==> src/verilog/sbc_pkg.sv <==
// Function
// - Channel disable command 0x04 stops pass-through and event forwarding to the processor.
// - Packets already queued may still drain after a disable, even before its response.
// - Payload bit 0 of disable is the allow-link-down flag; 1 permits dropping link.
// - Link may drop only when flag set and no other function needs it.
// - Disable command is answered with response type 0x84, response and reason codes.
// - Channel reset command 0x05 returns the channel to its initial state.
// - Transmission may continue until reset response 0x85 is sent, then stops.
// - Network transmit enable 0x06, response 0x86, persists until disable or initial state.
// - While enabled, outgoing packets pass only if source MAC matches a configured unicast.
// - Network transmit disable 0x07 blocks network transmission until re-enabled.
// - Network transmit disable is always accepted unless bad checksum or identifier; response 0x87.
// - Event enable command 0x08 individually enables or disables each standard event.
// - Requester tag byte from event enable goes into every later event packet.
// - Event control bits 0..3: link status, config required, driver status, delayed ready.
// - Packets: 16-byte header, payload, 32-bit checksum, then padding.
package sbc_pkg;
  // Command and response type codes
  localparam logic [7:0] CMD_CH_DISABLE  = 8'h04;
  localparam logic [7:0] CMD_CH_RESET    = 8'h05;
  localparam logic [7:0] CMD_NTX_ENABLE  = 8'h06;
  localparam logic [7:0] CMD_NTX_DISABLE = 8'h07;
  localparam logic [7:0] CMD_EVT_ENABLE  = 8'h08;
  localparam logic [7:0] RSP_FLAG        = 8'h80;
  // Packet layout
  localparam int HDR_BYTES   = 16;
  localparam int PAYLOAD_OFS = 16;
  localparam int CKSUM_BYTES = 4;
  // Response codes
  localparam logic [15:0] RSP_OK       = 16'h0000;
  localparam logic [15:0] RSP_FAILED   = 16'h0001;
  localparam logic [15:0] REASON_NONE  = 16'h0000;
  localparam logic [15:0] REASON_UNSUP = 16'h0003;
  // Event control bit positions
  localparam int EVT_LINK   = 0;
  localparam int EVT_CONFIG = 1;
  localparam int EVT_DRIVER = 2;
  localparam int EVT_DELAY  = 3;
  localparam int EVT_NUM    = 4;
  localparam int ALD_BIT    = 0;
  // APB register byte offsets
  localparam logic [7:0] REG_CTRL    = 8'h00;
  localparam logic [7:0] REG_STATE   = 8'h04;
  localparam logic [7:0] REG_IRQ_ST  = 8'h08;
  localparam logic [7:0] REG_IRQ_EN  = 8'h0c;
  localparam logic [7:0] REG_IRQ_CLR = 8'h10;
  localparam logic [7:0] REG_MAC_LO  = 8'h14;
  localparam logic [7:0] REG_MAC_HI  = 8'h18;
  localparam logic [7:0] REG_LAST    = 8'h1c;
  // Reset values
  localparam logic [47:0] MAC_RST = 48'h0;
  localparam logic [3:0]  IRQ_EN_RST = 4'h0;
  // Interrupt status bit positions
  localparam int IRQ_CMD   = 0;
  localparam int IRQ_RESET = 1;
  localparam int IRQ_DROP  = 2;
  localparam int IRQ_LINK  = 3;
  localparam int IRQ_NUM   = 4;
  // Command decoder states
  typedef enum logic [3:0] {
    SBC_IDLE = 4'b0001,
    SBC_GRAB = 4'b0010,
    SBC_EXEC = 4'b0100,
    SBC_RESP = 4'b1000
  } sbc_state_t;
endpackage : sbc_pkg

==> src/verilog/sbc_mac_match.sv <==
`timescale 1ns/1ps
`default_nettype none
// Compares a source MAC with a set of configured unicast addresses
module sbc_mac_match #(
  parameter int NUM_MAC = 2
) (
  // Address under test
  input  wire logic [47:0]            src_mac,
  // Configured table
  input  wire logic [NUM_MAC*48-1:0]  mac_table,
  input  wire logic [NUM_MAC-1:0]     mac_valid,
  // Result
  output logic                        hit
);
  logic [NUM_MAC-1:0] hits;
  // One comparator per table entry
  genvar i;
  generate
    for (i = 0; i < NUM_MAC; i++) begin : g_cmp
      assign hits[i] = mac_valid[i] && (mac_table[i*48 +: 48] == src_mac);
    end
  endgenerate
  assign hit = |hits;
endmodule : sbc_mac_match
`default_nettype wire

==> src/verilog/sbc_channel.sv <==
// Our own choices: the address map and the APB interface to the registers.
`timescale 1ns/1ps
`default_nettype none
// Sideband channel control command interpreter
module sbc_channel (
  // Clock and reset
  input  wire logic                  clk_sys,
  input  wire logic                  nrst,
  // APB slave
  input  wire logic                  psel,
  input  wire logic                  penable,
  input  wire logic                  pwrite,
  input  wire logic [7:0]            paddr,
  input  wire logic [31:0]           pwdata,
  output logic [31:0]                prdata,
  output logic                       pready,
  output logic                       pslverr,
  // Command input, both payload words presented with the header in one cycle
  input  wire logic                  cmd_valid,
  input  wire logic [7:0]            cmd_type,
  input  wire logic                  cmd_ok,
  input  wire logic [31:0]           cmd_word0,
  input  wire logic [31:0]           cmd_word1,
  // Response output
  output logic                       rsp_valid,
  output logic [7:0]                 rsp_type,
  output logic [15:0]                rsp_code,
  output logic [15:0]                rsp_reason,
  input  wire logic                  rsp_sent,
  // Queued packets toward the processor
  input  wire logic                  mp_pkt_valid,
  input  wire logic                  mp_pkt_queued,
  output logic                       mp_pkt_pass,
  output logic                       mp_pkt_drop,
  // Pass-through toward the network
  input  wire logic                  net_pkt_valid,
  input  wire logic [47:0]           net_src_mac,
  output logic                       net_pkt_pass,
  output logic                       net_pkt_drop,
  // Standard events
  input  wire logic [3:0]            evt_raise,
  output logic                       async_event_notice,
  output logic [1:0]                 evt_kind,
  output logic [7:0]                 event_requester_tag,
  // Link control
  input  wire logic                  host_needs_link,
  input  wire logic                  wake_on_lan,
  output logic                       link_down_req,
  // Interrupt
  output logic                       irq
);
  import sbc_pkg::*;

  sbc_state_t   state;
  sbc_state_t   next_state;
  logic [7:0]   cur_type;
  logic [31:0]  cur_w0;
  logic [31:0]  cur_w1;
  logic         cur_ok;
  logic         chan_enabled;
  logic         allow_link_down_flag;
  logic         ntx_enabled;
  logic [EVT_NUM-1:0] evt_enable;
  logic         stopped;
  logic [47:0]  mac0;
  logic [47:0]  mac1;
  logic [1:0]   mac_valid;
  logic         mac_hit;
  logic [IRQ_NUM-1:0] irq_status;
  logic [IRQ_NUM-1:0] irq_enable;
  logic [IRQ_NUM-1:0] irq_set;
  logic [IRQ_NUM-1:0] irq_clr;
  logic         apb_wr;
  logic         apb_rd;
  logic         sw_reset;
  logic         do_exec;
  logic         init_state;
  logic [1:0]   evt_sel;
  logic         evt_any;

  assign apb_wr   = psel && penable && pwrite && pready;
  assign apb_rd   = psel && !penable && !pwrite;
  assign do_exec  = (state == SBC_EXEC) && cur_ok;
  // Initial state is entered by bus reset or by a reset command when it executes, in the cycle its answer is raised
  assign init_state = do_exec && (cur_type == CMD_CH_RESET);
  assign sw_reset = apb_wr && (paddr == REG_CTRL) && pwdata[1];

  // Command sequencer
  always_comb begin
    next_state = state;
    case (state)
      SBC_IDLE: if (cmd_valid) next_state = SBC_GRAB;
      SBC_GRAB: next_state = SBC_EXEC;
      SBC_EXEC: next_state = cur_ok ? SBC_RESP : SBC_IDLE;
      SBC_RESP: if (rsp_sent) next_state = SBC_IDLE;
      default:  next_state = SBC_IDLE;
    endcase
  end

  always_ff @(posedge clk_sys) begin
    if (!nrst) begin
      state <= SBC_IDLE;
    end else begin
      state <= next_state;
    end
  end

  // Capture the command words (payload taken with the header) for execution
  always_ff @(posedge clk_sys) begin
    if (!nrst) begin
      cur_type <= 8'h00;
      cur_w0   <= 32'h0;
      cur_w1   <= 32'h0;
      cur_ok   <= 1'b0;
    end else if (state == SBC_IDLE && cmd_valid) begin
      cur_type <= cmd_type;
      cur_w0   <= cmd_word0;
      cur_w1   <= cmd_word1;
      cur_ok   <= cmd_ok;
    end
  end

  // Channel enable and allow-link-down flag
  always_ff @(posedge clk_sys) begin
    if (!nrst || sw_reset) begin
      chan_enabled         <= 1'b0;
      allow_link_down_flag <= 1'b0;
    end else if (do_exec && cur_type == CMD_CH_DISABLE) begin
      chan_enabled         <= 1'b0;
      allow_link_down_flag <= cur_w0[ALD_BIT];
    end else if (do_exec && cur_type == CMD_CH_RESET) begin
      chan_enabled         <= 1'b0;
      allow_link_down_flag <= 1'b0;
    end else if (apb_wr && paddr == REG_CTRL && pwdata[0]) begin
      chan_enabled         <= 1'b1;
    end
  end

  // Network transmit enable
  always_ff @(posedge clk_sys) begin
    if (!nrst || sw_reset) begin
      ntx_enabled <= 1'b0;
    end else if (init_state) begin
      ntx_enabled <= 1'b0;
    end else if (do_exec && cur_type == CMD_NTX_ENABLE) begin
      ntx_enabled <= 1'b1;
    end else if (do_exec && cur_type == CMD_NTX_DISABLE) begin
      ntx_enabled <= 1'b0;
    end
  end

  // Event enables and requester tag
  always_ff @(posedge clk_sys) begin
    if (!nrst || sw_reset) begin
      evt_enable          <= '0;
      event_requester_tag <= 8'h00;
    end else if (init_state) begin
      evt_enable          <= '0;
    end else if (do_exec && cur_type == CMD_EVT_ENABLE) begin
      evt_enable          <= cur_w1[EVT_NUM-1:0];
      event_requester_tag <= cur_w0[7:0];
    end
  end

  // After the reset response leaves, transmission toward the processor stops
  always_ff @(posedge clk_sys) begin
    if (!nrst || sw_reset) begin
      stopped <= 1'b0;
    end else if (state == SBC_RESP && rsp_sent && cur_type == CMD_CH_RESET && cur_ok) begin
      stopped <= 1'b1;
    end else if (apb_wr && paddr == REG_CTRL && pwdata[0]) begin
      stopped <= 1'b0;
    end
  end

  // Response generation
  always_ff @(posedge clk_sys) begin
    if (!nrst) begin
      rsp_valid  <= 1'b0;
      rsp_type   <= 8'h00;
      rsp_code   <= RSP_OK;
      rsp_reason <= REASON_NONE;
    end else if (state == SBC_EXEC && cur_ok) begin
      rsp_valid  <= 1'b1;
      rsp_type   <= cur_type | RSP_FLAG;
      if (cur_type >= CMD_CH_DISABLE && cur_type <= CMD_EVT_ENABLE) begin
        rsp_code   <= RSP_OK;
        rsp_reason <= REASON_NONE;
      end else begin
        rsp_code   <= RSP_FAILED;
        rsp_reason <= REASON_UNSUP;
      end
    end else if (state == SBC_EXEC) begin
      rsp_valid <= 1'b0;
    end else if (rsp_sent) begin
      rsp_valid <= 1'b0;
    end
  end

  // Processor-bound packets: already queued ones may drain after disable
  always_ff @(posedge clk_sys) begin
    if (!nrst) begin
      mp_pkt_pass <= 1'b0;
      mp_pkt_drop <= 1'b0;
    end else begin
      mp_pkt_pass <= mp_pkt_valid && !stopped && (chan_enabled || mp_pkt_queued);
      mp_pkt_drop <= mp_pkt_valid && (stopped || (!chan_enabled && !mp_pkt_queued));
    end
  end

  // Configured unicast addresses
  always_ff @(posedge clk_sys) begin
    if (!nrst) begin
      mac0      <= MAC_RST;
      mac1      <= MAC_RST;
      mac_valid <= 2'b00;
    end else if (apb_wr && paddr == REG_MAC_LO) begin
      mac0      <= {pwdata[15:0], pwdata[31:0]};
      mac_valid[0] <= 1'b1;
    end else if (apb_wr && paddr == REG_MAC_HI) begin
      mac1      <= {pwdata[15:0], pwdata[31:0]};
      mac_valid[1] <= 1'b1;
    end
  end

  sbc_mac_match #(
    .NUM_MAC (2)
  ) u_match (
    .src_mac   (net_src_mac),
    .mac_table ({mac1, mac0}),
    .mac_valid (mac_valid),
    .hit       (mac_hit)
  );

  // Network pass-through filter
  always_ff @(posedge clk_sys) begin
    if (!nrst) begin
      net_pkt_pass <= 1'b0;
      net_pkt_drop <= 1'b0;
    end else begin
      net_pkt_pass <= net_pkt_valid && ntx_enabled && mac_hit;
      net_pkt_drop <= net_pkt_valid && !(ntx_enabled && mac_hit);
    end
  end

  // Event selection, lowest enabled bit first
  always_comb begin
    evt_sel = 2'd0;
    evt_any = 1'b0;
    for (int k = EVT_NUM - 1; k >= 0; k--) begin
      if (evt_raise[k] && evt_enable[k]) begin
        evt_sel = k[1:0];
        evt_any = 1'b1;
      end
    end
  end

  // Event notice toward the processor, suppressed when disabled
  always_ff @(posedge clk_sys) begin
    if (!nrst) begin
      async_event_notice <= 1'b0;
      evt_kind           <= 2'd0;
    end else begin
      async_event_notice <= evt_any && chan_enabled && !stopped;
      evt_kind           <= evt_sel;
    end
  end

  // Link may drop only if allowed and nobody else needs it
  always_ff @(posedge clk_sys) begin
    if (!nrst) begin
      link_down_req <= 1'b0;
    end else begin
      link_down_req <= !chan_enabled && allow_link_down_flag
                       && !host_needs_link && !wake_on_lan;
    end
  end

  // Interrupt events
  assign irq_set[IRQ_CMD]   = do_exec;
  assign irq_set[IRQ_RESET] = init_state;
  assign irq_set[IRQ_DROP]  = net_pkt_valid && !(ntx_enabled && mac_hit);
  assign irq_set[IRQ_LINK]  = link_down_req;
  assign irq_clr = (apb_wr && paddr == REG_IRQ_CLR) ? pwdata[IRQ_NUM-1:0] : '0;

  // Sticky status, set wins over clear
  always_ff @(posedge clk_sys) begin
    if (!nrst) begin
      irq_status <= '0;
    end else begin
      irq_status <= (irq_status & ~irq_clr) | irq_set;
    end
  end

  always_ff @(posedge clk_sys) begin
    if (!nrst) begin
      irq_enable <= IRQ_EN_RST;
    end else if (apb_wr && paddr == REG_IRQ_EN) begin
      irq_enable <= pwdata[IRQ_NUM-1:0];
    end
  end

  always_ff @(posedge clk_sys) begin
    if (!nrst) begin
      irq <= 1'b0;
    end else begin
      irq <= |(((irq_status & ~irq_clr) | irq_set) & irq_enable);
    end
  end

  // APB ready: no wait state, answer in the first access cycle
  always_ff @(posedge clk_sys) begin
    if (!nrst) begin
      pready  <= 1'b0;
      pslverr <= 1'b0;
    end else begin
      pready  <= psel && !penable;
      pslverr <= psel && !penable && (paddr[1:0] != 2'b00 || paddr >= REG_LAST);
    end
  end

  // APB read data, captured in the setup cycle
  always_ff @(posedge clk_sys) begin
    if (!nrst) begin
      prdata <= 32'h0;
    end else if (apb_rd) begin
      if (paddr == REG_CTRL) begin
        prdata <= {31'h0, chan_enabled};
      end else if (paddr == REG_STATE) begin
        prdata <= {16'h0, event_requester_tag, evt_enable, stopped,
                   ntx_enabled, allow_link_down_flag, chan_enabled};
      end else if (paddr == REG_IRQ_ST) begin
        prdata <= {28'h0, irq_status};
      end else if (paddr == REG_IRQ_EN) begin
        prdata <= {28'h0, irq_enable};
      end else if (paddr == REG_MAC_LO) begin
        prdata <= mac0[31:0];
      end else if (paddr == REG_MAC_HI) begin
        prdata <= mac1[31:0];
      end else begin
        prdata <= 32'h0;
      end
    end
  end
endmodule : sbc_channel
`default_nettype wire

==> config.mk <==
export PLATFORM = sky130hd
export DESIGN_NAME = sbc_channel
export DESIGN_NICKNAME = d
export VERILOG_FILES = /design/src/verilog/sbc_pkg.sv /design/src/verilog/sbc_mac_match.sv /design/src/verilog/sbc_channel.sv
export SDC_FILE = /design/constraint.sdc
export NUM_CORES = 1
export LEC_CHECK = 0
export ABC_CLOCK_PERIOD_IN_PS = 5130
export BUFFER_PORTS_ARGS = -buffer_cell sky130_fd_sc_hd__buf_2
export CORE_UTILIZATION = 39
export CTS_CLUSTER_SIZE = 40
export DETAILED_ROUTE_END_ITERATION = 7
export PLACE_DENSITY = 0.67
export SYNTH_ARGS = -nofsm -noshare
export SYNTH_HDL_FRONTEND = slang
export SYNTH_HIERARCHICAL = 1
export SYNTH_SLANG_ARGS = --single-unit
==> constraint.sdc <==
create_clock -name clk_sys -period 5.13 [get_ports clk_sys]
set_clock_uncertainty 0.1 [all_clocks]
set_input_delay 0.2565 -clock clk_sys [delete_from_list [all_inputs] [get_ports clk_sys]]
set_output_delay 0.2565 -clock clk_sys [all_outputs]
set_load 0.005 [all_outputs]
==> results of run 1 <==
## final cells by class
class,count,area share [%]
Multi-Input combinational cell,666,41.0
Tap cell,265,3.39
Clock inverter,13,1.43
Clock buffer,19,4.43
Inverter,13,0.499
Sequential cell,168,34.4
Timing Repair Buffer,241,14.9
## placed cells by master, fill, tap and decap left out, drive strengths merged, types with 3 or more instances in the layout
cell and n:
o21ai 90, clkbuf 19, dfxtp 168, a2111oi 3
nor3 13, mux2i 18, a21o 3, nor2 38
nor3b 4, a221o 12, nor2b 5, a211oi 7
clkinv 4, nand3 70, and4 3, a21oi 37
nand2 124, xor2 17, conb 29, nor4 16
xnor2 71, a221oi 3, o22ai 5, nand2b 6
a22oi 34, clkinvlp 4, dlygate4sd3 46, or4 4
nand3b 5, nand4 24, buf 195, inv 17
## cell families (layout without fill, tap and decap cells)
kind of cell              count (synthesis)  count (layout)  synth area share (%)
and+or+nand+nor                         322             322                  21.0
DFF                                     168             168                  43.3
AOI/OAI and AO/OA                       209             209                  16.7
xor gates and xnor gates                 88              88                  9.93
buffers and inverters                   103             286                  6.72
other                                     1              29                0.0483
muxes                                    18              18                  2.32
## report_power, final
group	leakage (nW)	internal [mW]	switching, mW
registers	1.36	1.32	0.0133
clock network	0.265	0.682	0.574
logic	2.11	0.110	0.154
## metal layers
layer	part of all wire, %	track usage [%]	vias to the layer above
met5	0	0	-
met4	2.3	8.21	0
met3	7.5	5.57	45
met2	47	38.9	294
met1	43	29.1	3367
li1	-	-	3562
## critical path: stages, from the launching register on
cell and delay, ps:
dfxtp_1 370, or3b_1 570, nor4_4 980, mux2i_1 310
nor3_2 50
## sequential cells by signal, indices dropped and copies added, names as in the netlist, 2 cells and up
signal and cells:
mac0 32, mac1 32, prdata 32, cur_type 8
cur_w0 8, event_requester_tag 8, rsp_type 8, cur_w1 4
evt_enable 4, irq_enable 4, irq_status 4, state 4
evt_kind 2, mac_valid 2
## worst paths after layout
path / startpoint / cells past startpoint / to
setup / recovery: state[0]$_SDFFE_PN1P_ / 4 / evt_enable[2]$_SDFFE_PP0P_
setup reg to reg: state[0]$_SDFFE_PN1P_ / 4 / evt_enable[2]$_SDFFE_PP0P_
hold reg to reg: prdata[21]$_SDFFE_PN0P_ / 2 / prdata[21]$_SDFFE_PN0P_
hold / removal: pwdata[31] / 3 / mac1[31]$_SDFFE_PN0P_
## per-stage QoR
stage	cells	hold slack [ps]	total power, mW	worst slack, ps	utilization, %
floorplan	937	233	1.50	3180	-
global placement	1307	319	1.60	2660	45.0
detailed placement	1307	324	1.60	2640	45.0
CTS	1384	0.302	2.87	2620	50.2
global route	1385	5.77	2.95	2430	50.3
finish	1385	3.61	2.85	2620	50.3
==> results.md, run 1 <==
* Run status: complete, no violations
* Post-CTS setup buffer count at 0
* Unrepaired setup endpoints after global routing: no
* DRC violation count after routing at 0
* Via density per instance at ~5.2
* Maximum clock path buffer count at 2
* Cell Area, Placed at 8750 um2
* Via count of the first global-routing pass at between 6000 and 7000
* Effective utilization at floorplan at around two fifths
* Detailed Route Iter0 Violations at between 500 and 600
* Die area at between 20000 and 25000 um2
* Leading post-synthesis cells by cell area: dfxtp_1 (43%), xnor2_1 (8.0%), nand2_1 (6.0%)
* Clock transition at path regs at around 70 ps
* Worst vdd ir at 0.239 mV
* Detailed Routing Iterations Pass 1 at 5
* Detailed-placement wirelength estimate at between 15000 and 20000 um
* Number of enable flip-flop cells after synthesis at 0
* Area added between synthesis and finish at 26.0%
* Number of top-level pins at 269
* H-tree depth reported by CTS at 4
* Remaining global-route overflow at 0
* Pin count of the biggest net entering global routing at 66
* Wire length of the first global-routing pass at between 30000 and 40000 um
* Count of warnings emitted by yosys at 6
* Final count of pins violating max slew at 0
* Area inside the core boundary at roughly 20000 um2
* Largest driver fanout on the critical path at 12
* Area fraction of the dominant cell type after synthesis at a little over two fifths
* Area of combinational cells with multiple inputs at around 4000 um2
* Sequential-to-total area share from yosys stat at 43.3%
* Final Hold Vio Count at 0
* # setup viols final at 0
* Total routing usage reported by global routing at around a quarter
* Path category of the worst min-delay check: in2reg
* Initial antenna violation count at 0
* Kind of end point of the critical path: register
* # diodes at 0
* Vertical extent of the die at roughly 140 um
* Synth cell types at just under 60
* Post-layout nets at roughly 1300
* Total clock buffers created by CTS at 17
* Max-slew headroom at the worst pin at about 28%
* Predominant post-synthesis flop cell: dfxtp_1
* Worst path arrival time at between 2000 and 3000 ps
* Measured slew at the worst slew-check pin at between 1000 and 1500 ps
* Worst Setup Path Type: reg2reg
* Synth Register Bits at about 170
* Post-synthesis instance total at between 900 and 1000
* Most frequent cells after synthesis: dfxtp_1 (168), nand2_1 (124), o21ai_1 (79)
* Resized Gates After CTS at 0
* Area of all sequential standard cells at approximately 3400 um2
* Clock period minus final worst setup slack at between 2000 and 3000 ps
* Drt wl/cell at 17.2 um
* Chip width at between 100 and 150 um
* Sum of negative setup slack at 0 ps
* Ys async rst share at 0%
* Cell type with the largest total area after synthesis: dfxtp_1
* Cell at the root of the clock tree: clkbuf_16
* Cell Area, Synth at a little under 8000 um2
* Required @ worst endpoint at ~5300 ps
* Clk Latency, worst-skew pair at 440 ps
* Post-route cell area at ~10000 um2
* Leakage at around 3.7 nW
* Max Fclk at approximately 400 MHz
* CTS tree: done
* Proportion of layout cells with a drive suffix above 1 at about a fifth
* Final wirelength at roughly 24000 um
* Antenna violation net count after detailed routing at 0
* Power density over the cells at 292 nW/um2
* Hold bufs inserted after CTS at 45
* Maximum capacitance violations at 0
* Gp weighted congestion at 0.959
* Launching element type of the critical path: register
* Final Cycle Share at 48.9%
* Register-to-register setup slack at about 2600 ps
* Most frequently used cell type in the post-synthesis netlist: dfxtp_1
* Number of placement rows at ~50
* Post-synthesis area per instance at around 8.5 um2
* CTS sink count at roughly 170
* Via total after detailed routing at approximately 7300
* Fillers at 1856
* Buffers on Ports at approximately 190
Power figures use the tool's default switching activity.
==> run 2: changes to the inputs <==
--- a/config.mk
+++ b/config.mk
@@ -5,7 +5,7 @@
 export SDC_FILE = /design/constraint.sdc
 export NUM_CORES = 1
 export LEC_CHECK = 0
-export ABC_CLOCK_PERIOD_IN_PS = 5130
+export ABC_CLOCK_PERIOD_IN_PS = 2600
 export BUFFER_PORTS_ARGS = -buffer_cell sky130_fd_sc_hd__buf_2
 export CORE_UTILIZATION = 39
 export CTS_CLUSTER_SIZE = 40
==> constraint.sdc (replaced) <==
create_clock -name clk_sys -period 2.6 [get_ports clk_sys]
set_clock_uncertainty 0.1 [all_clocks]
set_input_delay 0.13 -clock clk_sys [delete_from_list [all_inputs] [get_ports clk_sys]]
set_output_delay 0.13 -clock clk_sys [all_outputs]
set_load 0.005 [all_outputs]
==> results.md, run 2 (synthesis gave the netlist of run 1 again) <==
* Run status: complete, no violations
* Final Hold Vio Count at 0 (unchanged)
* Total clock buffers created by CTS at 17 (unchanged)
* Power density over the cells at 570 nW/um2 (+96%)
* Final wirelength at 23900 um (+0.72%)
* Top library cells by usage in the layout, fill and taps aside: buf_2 (186), dfxtp_1 (168), nand2_1 (124)
* Drt wl/cell at 16.9 um (-1.7%)
* Post-layout nets at 1318 (+2.6%)
* Final count of pins violating max slew at 0 (unchanged)
* Via count of the first global-routing pass at 6814 (+1.6%)
* Leakage at 3.91 nW (+4.7%)
* Max-slew headroom at the worst pin at 49.7% (+22 points)
* Internal power of the cells at 4.36 mW (+110%)
* Final Cycle Share at 91.2% (+42 points)
* Via density per instance at 5.19 (-1.1%)
* Launching element type of the critical path: register
* Final WS setup at 230 ps (-2390 ps)
* Total routing usage reported by global routing at 23.5% (+0.20 points)
* Die area at 20500 um2 (unchanged)
* Number of placement rows at 51 (unchanged)
* Post-CTS setup buffer count at 0 (unchanged)
* Remaining global-route overflow at 0 (unchanged)
* CTS tree: done
* Area added between synthesis and finish at 30.7%
* Hold Worst Slack at 63.5 ps (+59.9 ps)
* Worst Setup Path Type: reg2reg
* Vertical extent of the die at 143 um (unchanged)
* Count of placed standard cells including taps at 1315 (+0.61%)
* Clk Latency, worst-skew pair at 430 ps (about the same)
* Chip width at 143 um (unchanged)
* Worst vdd ir at 0.509 mV (+110%)
* Final cell count without fillers at 1419 (+2.5%)
* Sw Ratio at 24.8% (-1.2 points)
* Initial antenna violation count at 0 (unchanged)
* Proportion of layout cells with a drive suffix above 1 at 21.5% (+0.17 points)
* Path category of the worst min-delay check: in2reg
* # setup viols final at 0 (unchanged)
* Maximum clock path buffer count at 2 (unchanged)
* Pin count of the biggest net entering global routing at 98 (+48%)
* Area inside the core boundary at 19500 um2 (unchanged)
* Worst path arrival time at 2570 ps (-140 ps)
* Buffers on Ports at 187 (unchanged)
* Measured slew at the worst slew-check pin at 755 ps (-321 ps)
* Number of top-level pins at 269 (unchanged)
* Cell at the root of the clock tree: clkbuf_16
* Reported net switching power at 1.43 mW (+94%)
* Unrepaired setup endpoints after global routing: no
* Max Fclk at 422 MHz (+5.8%)
* H-tree depth reported by CTS at 4 (unchanged)
* Required @ worst endpoint at 2800 ps (-2530 ps)
* Detailed-placement wirelength estimate at 17300 um (+1.6%)
* Cell Area, Placed at 8820 um2 (+0.86%)
* Flop pwr share at 45.4% (-1.3 points)
* Largest driver fanout on the critical path at 3 (-9)
* Effective utilization at floorplan at 39.9% (unchanged)
* Clock transition at path regs at 70 ps (about the same)
* Via total after detailed routing at 7361 (+1.3%)
* Share of power burned in combinational logic at 9.6% (+0.4 points)
* Gp weighted congestion at 0.930 (-3.0%)
* Sum of negative setup slack at 0 ps (unchanged)
* Antenna violation net count after detailed routing at 0 (unchanged)
* Fillers at 1817 (-2.1%)
* DRC violation count after routing at 0 (unchanged)
* Clock period minus final worst setup slack at 2370 ps (-137 ps)
* Most frequent standard cell in the layout excluding fill and tap cells: buf_2
* Detailed Routing Iterations Pass 1 at 5 (unchanged)
* Clk network pwr share at 44.9% (+0.9 points)
* Kind of end point of the critical path: register
* Detailed Route Iter0 Violations at 631 (+23%)
* Maximum capacitance violations at 0 (unchanged)
* CTS sink count at 168 (unchanged)
* Post-route cell area at 10100 um2 (+3.7%)
* Biggest regs: mac0: 32 flops, mac1: 32 flops, prdata: 32 flops
* Worst setup slack after placement at 322 ps (-2310 ps)
* Wire length of the first global-routing pass at 36800 um (+1.6%)
-- run 2: layout make-up --
class	count	area (um2)	area share (%)
Antenna cell	1	2.50	0.0247
Tap cell	265	332	3.27
Sequential cell	168	3360	33.1
Clock buffer	20	467	4.60
Multi-Input combinational cell	666	4000	39.4
Inverter	13	48.8	0.481
Clock inverter	11	134	1.32
Timing Repair Buffer	275	1800	17.8
-- run 2: power groups by stage --
| stage | Clock (mW) | Combinational (mW) | Sequential (mW) |
|---|---|---|---|
| after floorplan | 0 | 0.288 | 2.68 |
| after global placement | 0 | 0.468 | 2.69 |
| after detailed placement | 0 | 0.468 | 2.69 |
| after CTS | 2.65 | 0.552 | 2.63 |
| after global routing | 2.75 | 0.603 | 2.63 |
| final | 2.60 | 0.558 | 2.63 |
-- run 2: final timing paths --
check / start / to / slack, ps / cells after the start
max: mac0[30]$_SDFFE_PN0P_ / irq$_SDFF_PN0_ / 230 / 9
min: paddr[4] / prdata[0]$_SDFFE_PN0P_ / 60 / 3
max reg2reg: mac0[30]$_SDFFE_PN0P_ / irq$_SDFF_PN0_ / 230 / 9
min reg2reg: prdata[20]$_SDFFE_PN0P_ / prdata[20]$_SDFFE_PN0P_ / 340 / 2
-- run 2: routing by layer --
metal	part of all wire (%)	global-route usage, %	vias to the layer above	wire [um]
met4	2.0	7.98	0	488
li1	-	-	3626	-
met5	0	0	-	0
met2	47	38.7	288	11200
met1	44	30.3	3418	10500
met3	7.1	4.93	29	1710
-- run 2: through the flow --
step           power [mW]  util, %
5_1_grt              5.99     52.1
3_3_place_gp         3.16     45.3
3_5_place_dp         3.16     45.3
4_1_cts              5.83     52.1
6_report             5.79     52.1
2_1_floorplan        2.97        -
-- run 2: timing repair --
item | in CTS | in global routing
hold buffers | 72 | 0
gates resized for setup | 0 | 0
hold endpoints to repair | 106 | 0
-- run 2: worst max-delay path, stage by stage, from the launching register on --
cell     delay [ps]
dfxtp_1         330
xnor2_1         230
nand4_1         200
nor4_1          380
nand2_1         120
o22ai_1         340
and2_1          210
o22ai_1          90
a22oi_1         140
nand4_1         110
